===== src/irq_gating_defines.svh =====
// constants for the interrupt source gating block: offsets, field layout, reset values
// assumes a 32-bit Avalon-MM slave port with byte addresses
//
// How it works
// - a source whose block flag is set has its request dropped, never handled
// - nine group block flags: input groups 0..5, timer groups 6..8
// - with its block flag clear, a source's request is accepted into pending
// - accepted requests launch their handler promptly while the global permit stands and the executor is ready
// - one counter block flag drops all six counter interrupt sources
// - leaving run for stop clears every block flag
`ifndef IRQ_GATING_DEFINES_SVH
`define IRQ_GATING_DEFINES_SVH

// ****************************************
// register offsets (byte addresses)
// ****************************************
`define OFS_BLOCK      5'h00
`define OFS_GLOBAL     5'h04
`define OFS_PENDING    5'h08
`define OFS_STATUS     5'h0C
`define OFS_MASK       5'h10

// ****************************************
// field layout
// ****************************************
`define NUM_SRC        15
`define NUM_BLOCK      10
`define NUM_INPUT      6
`define NUM_TIMER      3
`define NUM_COUNTER    6
`define BLK_COUNTER    9
`define GLB_PERMIT     0
`define GLB_INHIBIT    1
`define EVT_DROPPED    0
`define EVT_LAUNCHED   1
`define NUM_EVT        2

// ****************************************
// reset values
// ****************************************
`define RST_BLOCK      10'h000
`define RST_ENABLE     1'b0
`define RST_MASK       2'h0

`endif


===== src/irq_gating_pkg.sv =====
// types for the interrupt source gating block
// assumes irq_gating_defines.svh is on the include path
`include "irq_gating_defines.svh"

package irq_gating_pkg;

  // ****************************************
  // bus slave states
  // ****************************************
  typedef enum logic [0:0] {
    BUS_IDLE   = 1'b0,
    BUS_ANSWER = 1'b1
  } bus_st_e;

  // ****************************************
  // whole state of the gating block
  // ****************************************
  typedef struct packed {
    bus_st_e                   bus_q;
    logic                      wait_q;
    logic [31:0]               rdata_q;
    logic [`NUM_BLOCK-1:0]     blk_q;
    logic                      en_q;
    logic [`NUM_SRC-1:0]       pend_q;
    logic [`NUM_INPUT-1:0]     s1_q;
    logic [`NUM_INPUT-1:0]     s2_q;
    logic [`NUM_INPUT-1:0]     s3_q;
    logic [`NUM_INPUT-1:0]     lvl_q;
    logic                      run_q;
    logic [`NUM_EVT-1:0]       stat_q;
    logic [`NUM_EVT-1:0]       mask_q;
    logic                      start_q;
    logic [3:0]                id_q;
    logic                      irq_q;
  } gate_state_s;

endpackage


===== src/handler_select.sv =====
// picks the pending source whose handler launches next
// assumes pending bits from the gating block; lowest index wins
`timescale 1ns/1ps
`include "irq_gating_defines.svh"

module handler_select (
  // pending sources
  input  wire logic [`NUM_SRC-1:0] pending,
  // choice
  output logic                     any,
  output logic [3:0]               id
);

  always_comb begin
    any = 1'b0;
    id  = 4'h0;
    // scan downwards so the lowest set index is left last
    for (int i = `NUM_SRC - 1; i >= 0; i--) begin
      if (pending[i]) begin
        any = 1'b1;
        id  = 4'(i);
      end
    end
  end

endmodule // handler_select


===== src/interrupt_source_gating.sv =====
// per-source interrupt gating with global permit/inhibit and handler launch
// assumes one 200 MHz clock; input group pins are asynchronous, timers and counters are on this clock
//
// The placing of the registers and the Avalon-MM register port were decided locally.
`timescale 1ns/1ps
`include "irq_gating_defines.svh"

module interrupt_source_gating
  import irq_gating_pkg::*;
(
  // clock and reset
  input  wire logic                        clock,
  input  wire logic                        resetn,
  // avalon-mm slave
  input  wire logic [4:0]                  avs_address,
  input  wire logic                        avs_read,
  input  wire logic                        avs_write,
  input  wire logic [31:0]                 avs_writedata,
  input  wire logic [3:0]                  avs_byteenable,
  output logic [31:0]                      avs_readdata,
  output logic                             avs_waitrequest,
  // interrupt sources
  input  wire logic [`NUM_INPUT-1:0]       input_irq_pin,
  input  wire logic [`NUM_TIMER-1:0]       timer_irq,
  input  wire logic [`NUM_COUNTER-1:0]     counter_irq,
  // controller state and instructions
  input  wire logic                        run_mode,
  input  wire logic                        global_irq_permit,
  input  wire logic                        global_irq_inhibit,
  // program executor
  input  wire logic                        executor_ready,
  output logic                             handler_start,
  output logic [3:0]                       handler_id,
  // interrupt to software
  output logic                             irq
);

  // ****************************************
  // helpers
  // ****************************************
  function automatic logic [31:0] lane_mask(input logic [3:0] be);
    lane_mask = {{8{be[3]}}, {8{be[2]}}, {8{be[1]}}, {8{be[0]}}};
  endfunction

  gate_state_s              st;
  gate_state_s              nx;
  logic [`NUM_SRC-1:0]      req;
  logic [`NUM_SRC-1:0]      blk15;
  logic [`NUM_SRC-1:0]      acc;
  logic                     sel_any;
  logic [3:0]               sel_id;
  logic                     launch;

  handler_select u_select (
    .pending (st.pend_q),
    .any     (sel_any),
    .id      (sel_id)
  );

  // ****************************************
  // source requests and acceptance
  // ****************************************
  // input groups fire on the debounced rising edge; timers and counters are one-cycle pulses
  assign req    = {counter_irq, timer_irq,
                   (st.s3_q & ~st.lvl_q & (st.s2_q ~^ st.s3_q))};
  assign blk15  = {{`NUM_COUNTER{st.blk_q[`BLK_COUNTER]}}, st.blk_q[`BLK_COUNTER-1:0]};
  assign acc    = req & ~blk15;
  assign launch = st.en_q & executor_ready & sel_any;

  // ****************************************
  // next state
  // ****************************************
  always_comb begin
    logic [31:0] m;
    logic [31:0] wd;
    logic [`NUM_SRC-1:0] clr;
    m   = lane_mask(avs_byteenable);
    wd  = avs_writedata & m;
    clr = '0;
    nx  = st;

    // three-stage pin synchroniser; level moves only when stages two and three agree
    nx.s1_q = input_irq_pin;
    nx.s2_q = st.s1_q;
    nx.s3_q = st.s2_q;
    for (int i = 0; i < `NUM_INPUT; i++) begin
      if (st.s2_q[i] == st.s3_q[i]) begin
        nx.lvl_q[i] = st.s3_q[i];
      end
    end

    // handler launch takes the lowest pending source
    nx.start_q = launch;
    if (launch) begin
      nx.id_q      = sel_id;
      clr[sel_id]  = 1'b1;
    end
    // a new acceptance wins over the launch clear
    nx.pend_q = (st.pend_q & ~clr) | acc;

    // global permit from instruction; inhibit wins when both arrive
    if (global_irq_inhibit) begin
      nx.en_q = 1'b0;
    end else if (global_irq_permit) begin
      nx.en_q = 1'b1;
    end

    // bus slave: one wait cycle, then answer
    case (st.bus_q)
      BUS_IDLE: begin
        nx.wait_q = 1'b1;
        if (avs_read || avs_write) begin
          nx.wait_q = 1'b0;
          nx.bus_q  = BUS_ANSWER;
          case (avs_address)
            `OFS_BLOCK:   nx.rdata_q = 32'(st.blk_q);
            `OFS_GLOBAL:  nx.rdata_q = 32'(st.en_q);
            `OFS_PENDING: nx.rdata_q = 32'(st.pend_q);
            `OFS_STATUS:  nx.rdata_q = 32'(st.stat_q);
            `OFS_MASK:    nx.rdata_q = 32'(st.mask_q);
            default:      nx.rdata_q = 32'h0000_0000;
          endcase
        end
      end
      BUS_ANSWER: begin
        nx.wait_q = 1'b1;
        nx.bus_q  = BUS_IDLE;
        if (avs_write) begin
          case (avs_address)
            `OFS_BLOCK: nx.blk_q = (st.blk_q & ~m[`NUM_BLOCK-1:0]) | wd[`NUM_BLOCK-1:0];
            `OFS_GLOBAL: begin
              if (wd[`GLB_INHIBIT]) begin
                nx.en_q = 1'b0;
              end else if (wd[`GLB_PERMIT] && !global_irq_inhibit) begin
                nx.en_q = 1'b1;
              end
            end
            `OFS_STATUS: nx.stat_q = st.stat_q & ~wd[`NUM_EVT-1:0];
            `OFS_MASK:   nx.mask_q = (st.mask_q & ~m[`NUM_EVT-1:0]) | wd[`NUM_EVT-1:0];
            default: begin
            end
          endcase
        end
      end
      default: begin
        nx.wait_q = 1'b1;
        nx.bus_q  = BUS_IDLE;
      end
    endcase

    // sticky events; a set in the clearing cycle survives
    if (|(req & blk15)) begin
      nx.stat_q[`EVT_DROPPED] = 1'b1;
    end
    if (launch) begin
      nx.stat_q[`EVT_LAUNCHED] = 1'b1;
    end

    // leaving run clears all block flags, overriding a software write
    nx.run_q = run_mode;
    if (st.run_q && !run_mode) begin
      nx.blk_q = `RST_BLOCK;
    end

    nx.irq_q = |(nx.stat_q & nx.mask_q);
  end

  // ****************************************
  // state register
  // ****************************************
  always_ff @(posedge clock or negedge resetn) begin
    if (!resetn) begin
      st         <= '0;
      st.bus_q   <= BUS_IDLE;
      st.wait_q  <= 1'b1;
      st.blk_q   <= `RST_BLOCK;
      st.en_q    <= `RST_ENABLE;
      st.mask_q  <= `RST_MASK;
    end else begin
      st <= nx;
    end
  end

  assign avs_readdata    = st.rdata_q;
  assign avs_waitrequest = st.wait_q;
  assign handler_start   = st.start_q;
  assign handler_id      = st.id_q;
  assign irq             = st.irq_q;
endmodule // interrupt_source_gating


===== config.mk =====
export PLATFORM = sky130hd
export DESIGN_NAME = interrupt_source_gating
export DESIGN_NICKNAME = d
export VERILOG_FILES = /design/src/irq_gating_pkg.sv /design/src/handler_select.sv /design/src/interrupt_source_gating.sv
export VERILOG_INCLUDE_DIRS = /design/src /design/src/src
export SDC_FILE = /design/constraint.sdc
export NUM_CORES = 1
export LEC_CHECK = 0
export ABC_AREA = 0
export BUFFER_PORTS_ARGS = -buffer_cell sky130_fd_sc_hd__buf_2
export CAP_MARGIN = 10
export CORE_ASPECT_RATIO = 1.2
export CORE_UTILIZATION = 55
export DETAILED_ROUTE_END_ITERATION = 10
export PLACE_DENSITY = 0.9
export SLEW_MARGIN = 30
export SYNTH_ARGS = -nofsm -noshare
export SYNTH_HDL_FRONTEND = slang
export SYNTH_SLANG_ARGS = --single-unit

===== constraint.sdc =====
create_clock -name clock -period 4.2 [get_ports clock]
set_clock_uncertainty 0.05 [all_clocks]
set_input_delay 0.21 -clock clock [delete_from_list [all_inputs] [get_ports clock]]
set_output_delay 0.21 -clock clock [all_outputs]
set_load 0.02 [all_outputs]

---- After elaboration in Yosys (flattened, before gate mapping) ----
Cells that the tools add are included.
W data, S select, Z words.
storage, ports and cells
  latch bits .............................. 0
  input port bits ......................... 64
  output and inout bits ................... 39
  RAM bits ................................ 0
  word-level logic and storage cells ...... 121
  flip-flop bits (word level) ............. 95
  memories kept ........................... 0
  bits in read-only memories .............. 0
cells by class
  multiplexer cells ....................... 51
  shift operators ......................... 0
  $add $sub $neg .......................... 0
  divide/modulo/power cells ............... 0
  magnitude comparators ................... 2
  equality and inequality tests ........... 10
  reduce and logical (&&, ||, !) cells .... 14
  bitwise gates (word level) .............. 23
  multipliers ............................. 0
operators with widths
  operator              count
  $pmux W15 S5          1
  $mux W4               17
  $and A15 B15 Y15      3
  $mux W34              1
  $not A15 Y15          2
  $mux W1               23
  $mux W11              2
  $and A10 B10 Y10      2
  $mux W10              2
  $mux W15              1
  $or A15 B15 Y15       1
  $reduce_or A15 Y1     1
  $and A6 B6 Y6         2
  $eq A5 B4 Y1 const B  2
  $not A10 Y10          1
  $or A10 B10 Y10       1
  $and A2 B2 Y2         3
  $eq A1 B1 Y1          6
  $not A6 Y6            1
  $reduce_bool A2 Y1    3
  $xnor A6 B6 Y6        1
  $eq A5 B3 Y1 const B  1
  $eq A5 B5 Y1 const B  1
  $logic_not A5 Y1      1
  15 further kinds      21

---- Longest topological paths before layout ----
  word-level depth ........................ 23
  mapped depth ............................ 7

---- Hierarchy ----
A second synthesis with hierarchy kept.
second synthesis, totals
  cell total of the unflattened synthesis .. 353
  area total of the unflattened synthesis .. 3539.6 um2
by module, submodules not included
  module                   area an instance (um2)  cells an instance  instances
  interrupt_source_gating  3379.5                  326                1
  handler_select           160.2                   27                 1

---- Worst setup path before layout ----
No wires, ideal clock.
  path type ............................... register to register
  start point ............................. register st[37] (netlist name)
  end point ............................... register st[48] (netlist name)
  data required time ...................... 4.016 ns
  path slack .............................. 2.470 ns
  clock period less this slack ............ 1.730 ns
  data arrival time ....................... 1.545 ns
  path buffers ............................ 1
  stages on the path, launching flop included .. 7
  library setup time ...................... 0.134 ns
  path through ............................ dfrtp_1 -> buf_4 -> nor4_4 -> nand2_2 -> or4b_4 -> a22oi_2 -> o21ai_1
RTL lines
  what                    RTL line                        text
  from (decl)             interrupt_source_gating.sv:45   gate_state_s st;
  from (signal assigned)  interrupt_source_gating.sv:180  st <= nx;

==> impl_results.md <==
- Vias in the first global route: 2380
- Slew headroom: 49.6%
- Starting density of the core: 57.8%
- Fmax: 0.465 GHz
- Initial antenna violation count: 0
- Clk_lat worst skew: 0.35 ns
- Port Buf Inserts: 61
- Layout area overhead: 12.7%
- Synth cell count leaders: 77 x dfrtp_1, 55 x nand2_1, 37 x buf_4
- Synthesized netlist cell count: 349
- Routed length per instance: 14.6 um
- Placed Area: 0.00368 mm2
- Final Critical Period: 2.15 ns
- Post-route ant nets: 0
- Fin nets: 466
- Clk sink count: 78
- Buf/Inv on CP: 0
- Top cell type's share of synthesized area: 54.8%
- Row cnt: 31
- EDFF count, synth: 0
- PostCTS Resize Cnt: 0
- CORE AREA: 0.00609 mm2
- Endpoints failing hold: 0
- Die height: 89.6 um
- Worst path slowest cell: o41ai_1
- Crit path DAT: 2.30 ns
- Synth cell types: 47
- DP Worst Slack: 2.09 ns
- Antenna cells: 0
- CTS Hold Buffers Added: 9
- Synth Area per Inst: 10.1 um2
- CP peak stage delay: 0.61 ns
- Measured slew at the worst slew-check pin: 0.746 ns
- Worst Slack Setup Final: 2.05 ns
- Hold Slack: 0.0284 ns
- Final wirelength: 7.13 mm
- Largest net degree at the start of global routing: 79
- Maxcap violations: 0
- Setup repair after global routing missed its margin: false
- First-pass GRT wire length: 11.3 mm
- Sequential element share of the synthesized area: 55.5%
- Setup TNS: 0 ns
- Cell Chain, Critical Path: nor2_1, o311ai_0, and3_1, o41ai_1, o21ai_0
- Final Setup Violations: 0
- Overflow after GRT: 0
- CTS buffer count: 9
- H-tree levels: 3
- Status: completed
- I/O pin cnt: 103
- Dominant synthesized flop cell: dfrtp_1
- Via count: 2634
- Die width: 75 um
- Final GP Congestion: 0.860
- Pwr dens: 391 mW/mm2
- Leakage: 0.00188 uW
- GRT Overall Usage: 23.2%
- Share of layout cells above drive strength 1: 22.6%
- Root buffer cell: clkbuf_8
- #FFs+latches synth: 78
- CP top delay family: compound AO/OA/AOI/OAI gates
- Slew Viols, Final: 0
- Synth warnings: 0
- Initial DRC Count: 188
- Final period utilization: 51.2%
- Worst vdd ir: 0.282 mV
- Area of the die: 0.00672 mm2
- R2R cell count: 5
- Number of setup buffers added after CTS: 0
- CP required: 4.36 ns
- DPL Wire Length: 5.23 mm
- Critical path class: register to register
- Fill count: 501
- Post-route DRC: 0
- Routed vias/inst: 5.39
- Asr flop ratio synth: 100%
- CTS tree: built
- Worst hold path class: input pin to register
- Initial DRT Pass Iterations: 6
- Cell taking the most area after synthesis: dfrtp_1
- Final instance area: 0.00396 mm2
- Synth top area cells: dfrtp_1 55%, buf_4 7.9%, nand2_1 5.9%, o21ai_0 4.4%, a21oi_1 2.4%
- Post-Syn Area: 0.00352 mm2
- WP depth: 5
- Critical Path Fanout Max: 6
- Clk pin slew, worst setup/hold paths: 0.09 ns
- Startpoint Class: register
- Most frequent cell after synthesis: dfrtp_1
- CTS Buffer Depth: 2
- WHS Path Cells: 2
- CP Capture Type: register
- Final Power: 1550 uW
[worst paths after layout]
path | startpoint | to | slack, ns
max reg2reg | st[42] | st[44] | 2.05
min | avs_writedata[1] | st[50] | 0.03
min reg2reg | nx[27] | nx[21] | 0.30
max in group asynchronous | resetn | st[46] | 3.25
max | st[42] | st[44] | 2.05
min in group asynchronous | resetn | irq | 0.39
[sequential cells by signal, indices dropped and copies added, names as in the netlist]
signal and flops:
handler_start 1, blk15 10, st 34, avs_readdata 15, handler_id 4, nx 12, irq 1, avs_waitrequest 1
[cell families after synthesis]
kind of cell / share of synthesized area [%]
AND/OR/NAND/NOR: 16.2
AO/OA/AOI/OAI: 16.0
flip-flops: 55.5
buffers and inverters: 10.4
multiplexers: 1.81
other: 0.107
[cells in the final DEF, fill, tap and decap left out, types with 4 or more instances in the layout]
master,Yosys,final
o31ai_1,9,9
o21ai_0,31,31
dfrtp_1,77,77
nor4_1,4,4
inv_1,14,14
nand2_1,55,55
dlygate4sd3_1,0,9
clkbuf_8,0,9
buf_2,4,60
nand3_1,15,15
a22oi_1,10,10
nor2_1,21,21
a21oi_1,17,17
conb_1,1,17
[through the flow]
| step | util [%] | cells |
|---|---|---|
| finish | 65.1 | 489 |
| global route | 65.1 | 489 |
| CTS | 65.0 | 489 |
| detailed placement | 60.5 | 464 |
| global placement | 60.5 | 464 |
| floorplan | - | 365 |
[routing by layer]
metal  GRT usage, %  vias to the layer above  wire length [um]
li1               -                     1281                 -
met1           31.0                     1247              3130
met2           36.6                       95              3520
met3           4.91                       11               358
met4           10.1                        0               117
met5              0                        -                 0
[worst register-to-register path, stage by stage, from the launching register on]
cell,delay [ns]
dfrtp_1,0.44
nor2_1,0.22
o311ai_0,0.28
and3_1,0.25
o41ai_1,0.61
o21ai_0,0.16
[report_power, final]
part | switching [uW] | internal [uW] | total [uW]
Clock | 300 | 227 | 528
Sequential | 42.1 | 796 | 838
Combinational | 121 | 63.6 | 185
[final cells by class]
cell class / count / area (um2) / area share [%]
inverter: 14 / 52.6 / 1.33
clock inverter: 7 / 63.8 / 1.61
tap: 82 / 103 / 2.59
clock buffer: 9 / 124 / 3.13
timing repair buffer: 71 / 409 / 10.3
sequential: 78 / 1950 / 49.3
multi-input combinational: 228 / 1260 / 31.8
Power figures use the tool's default switching activity.
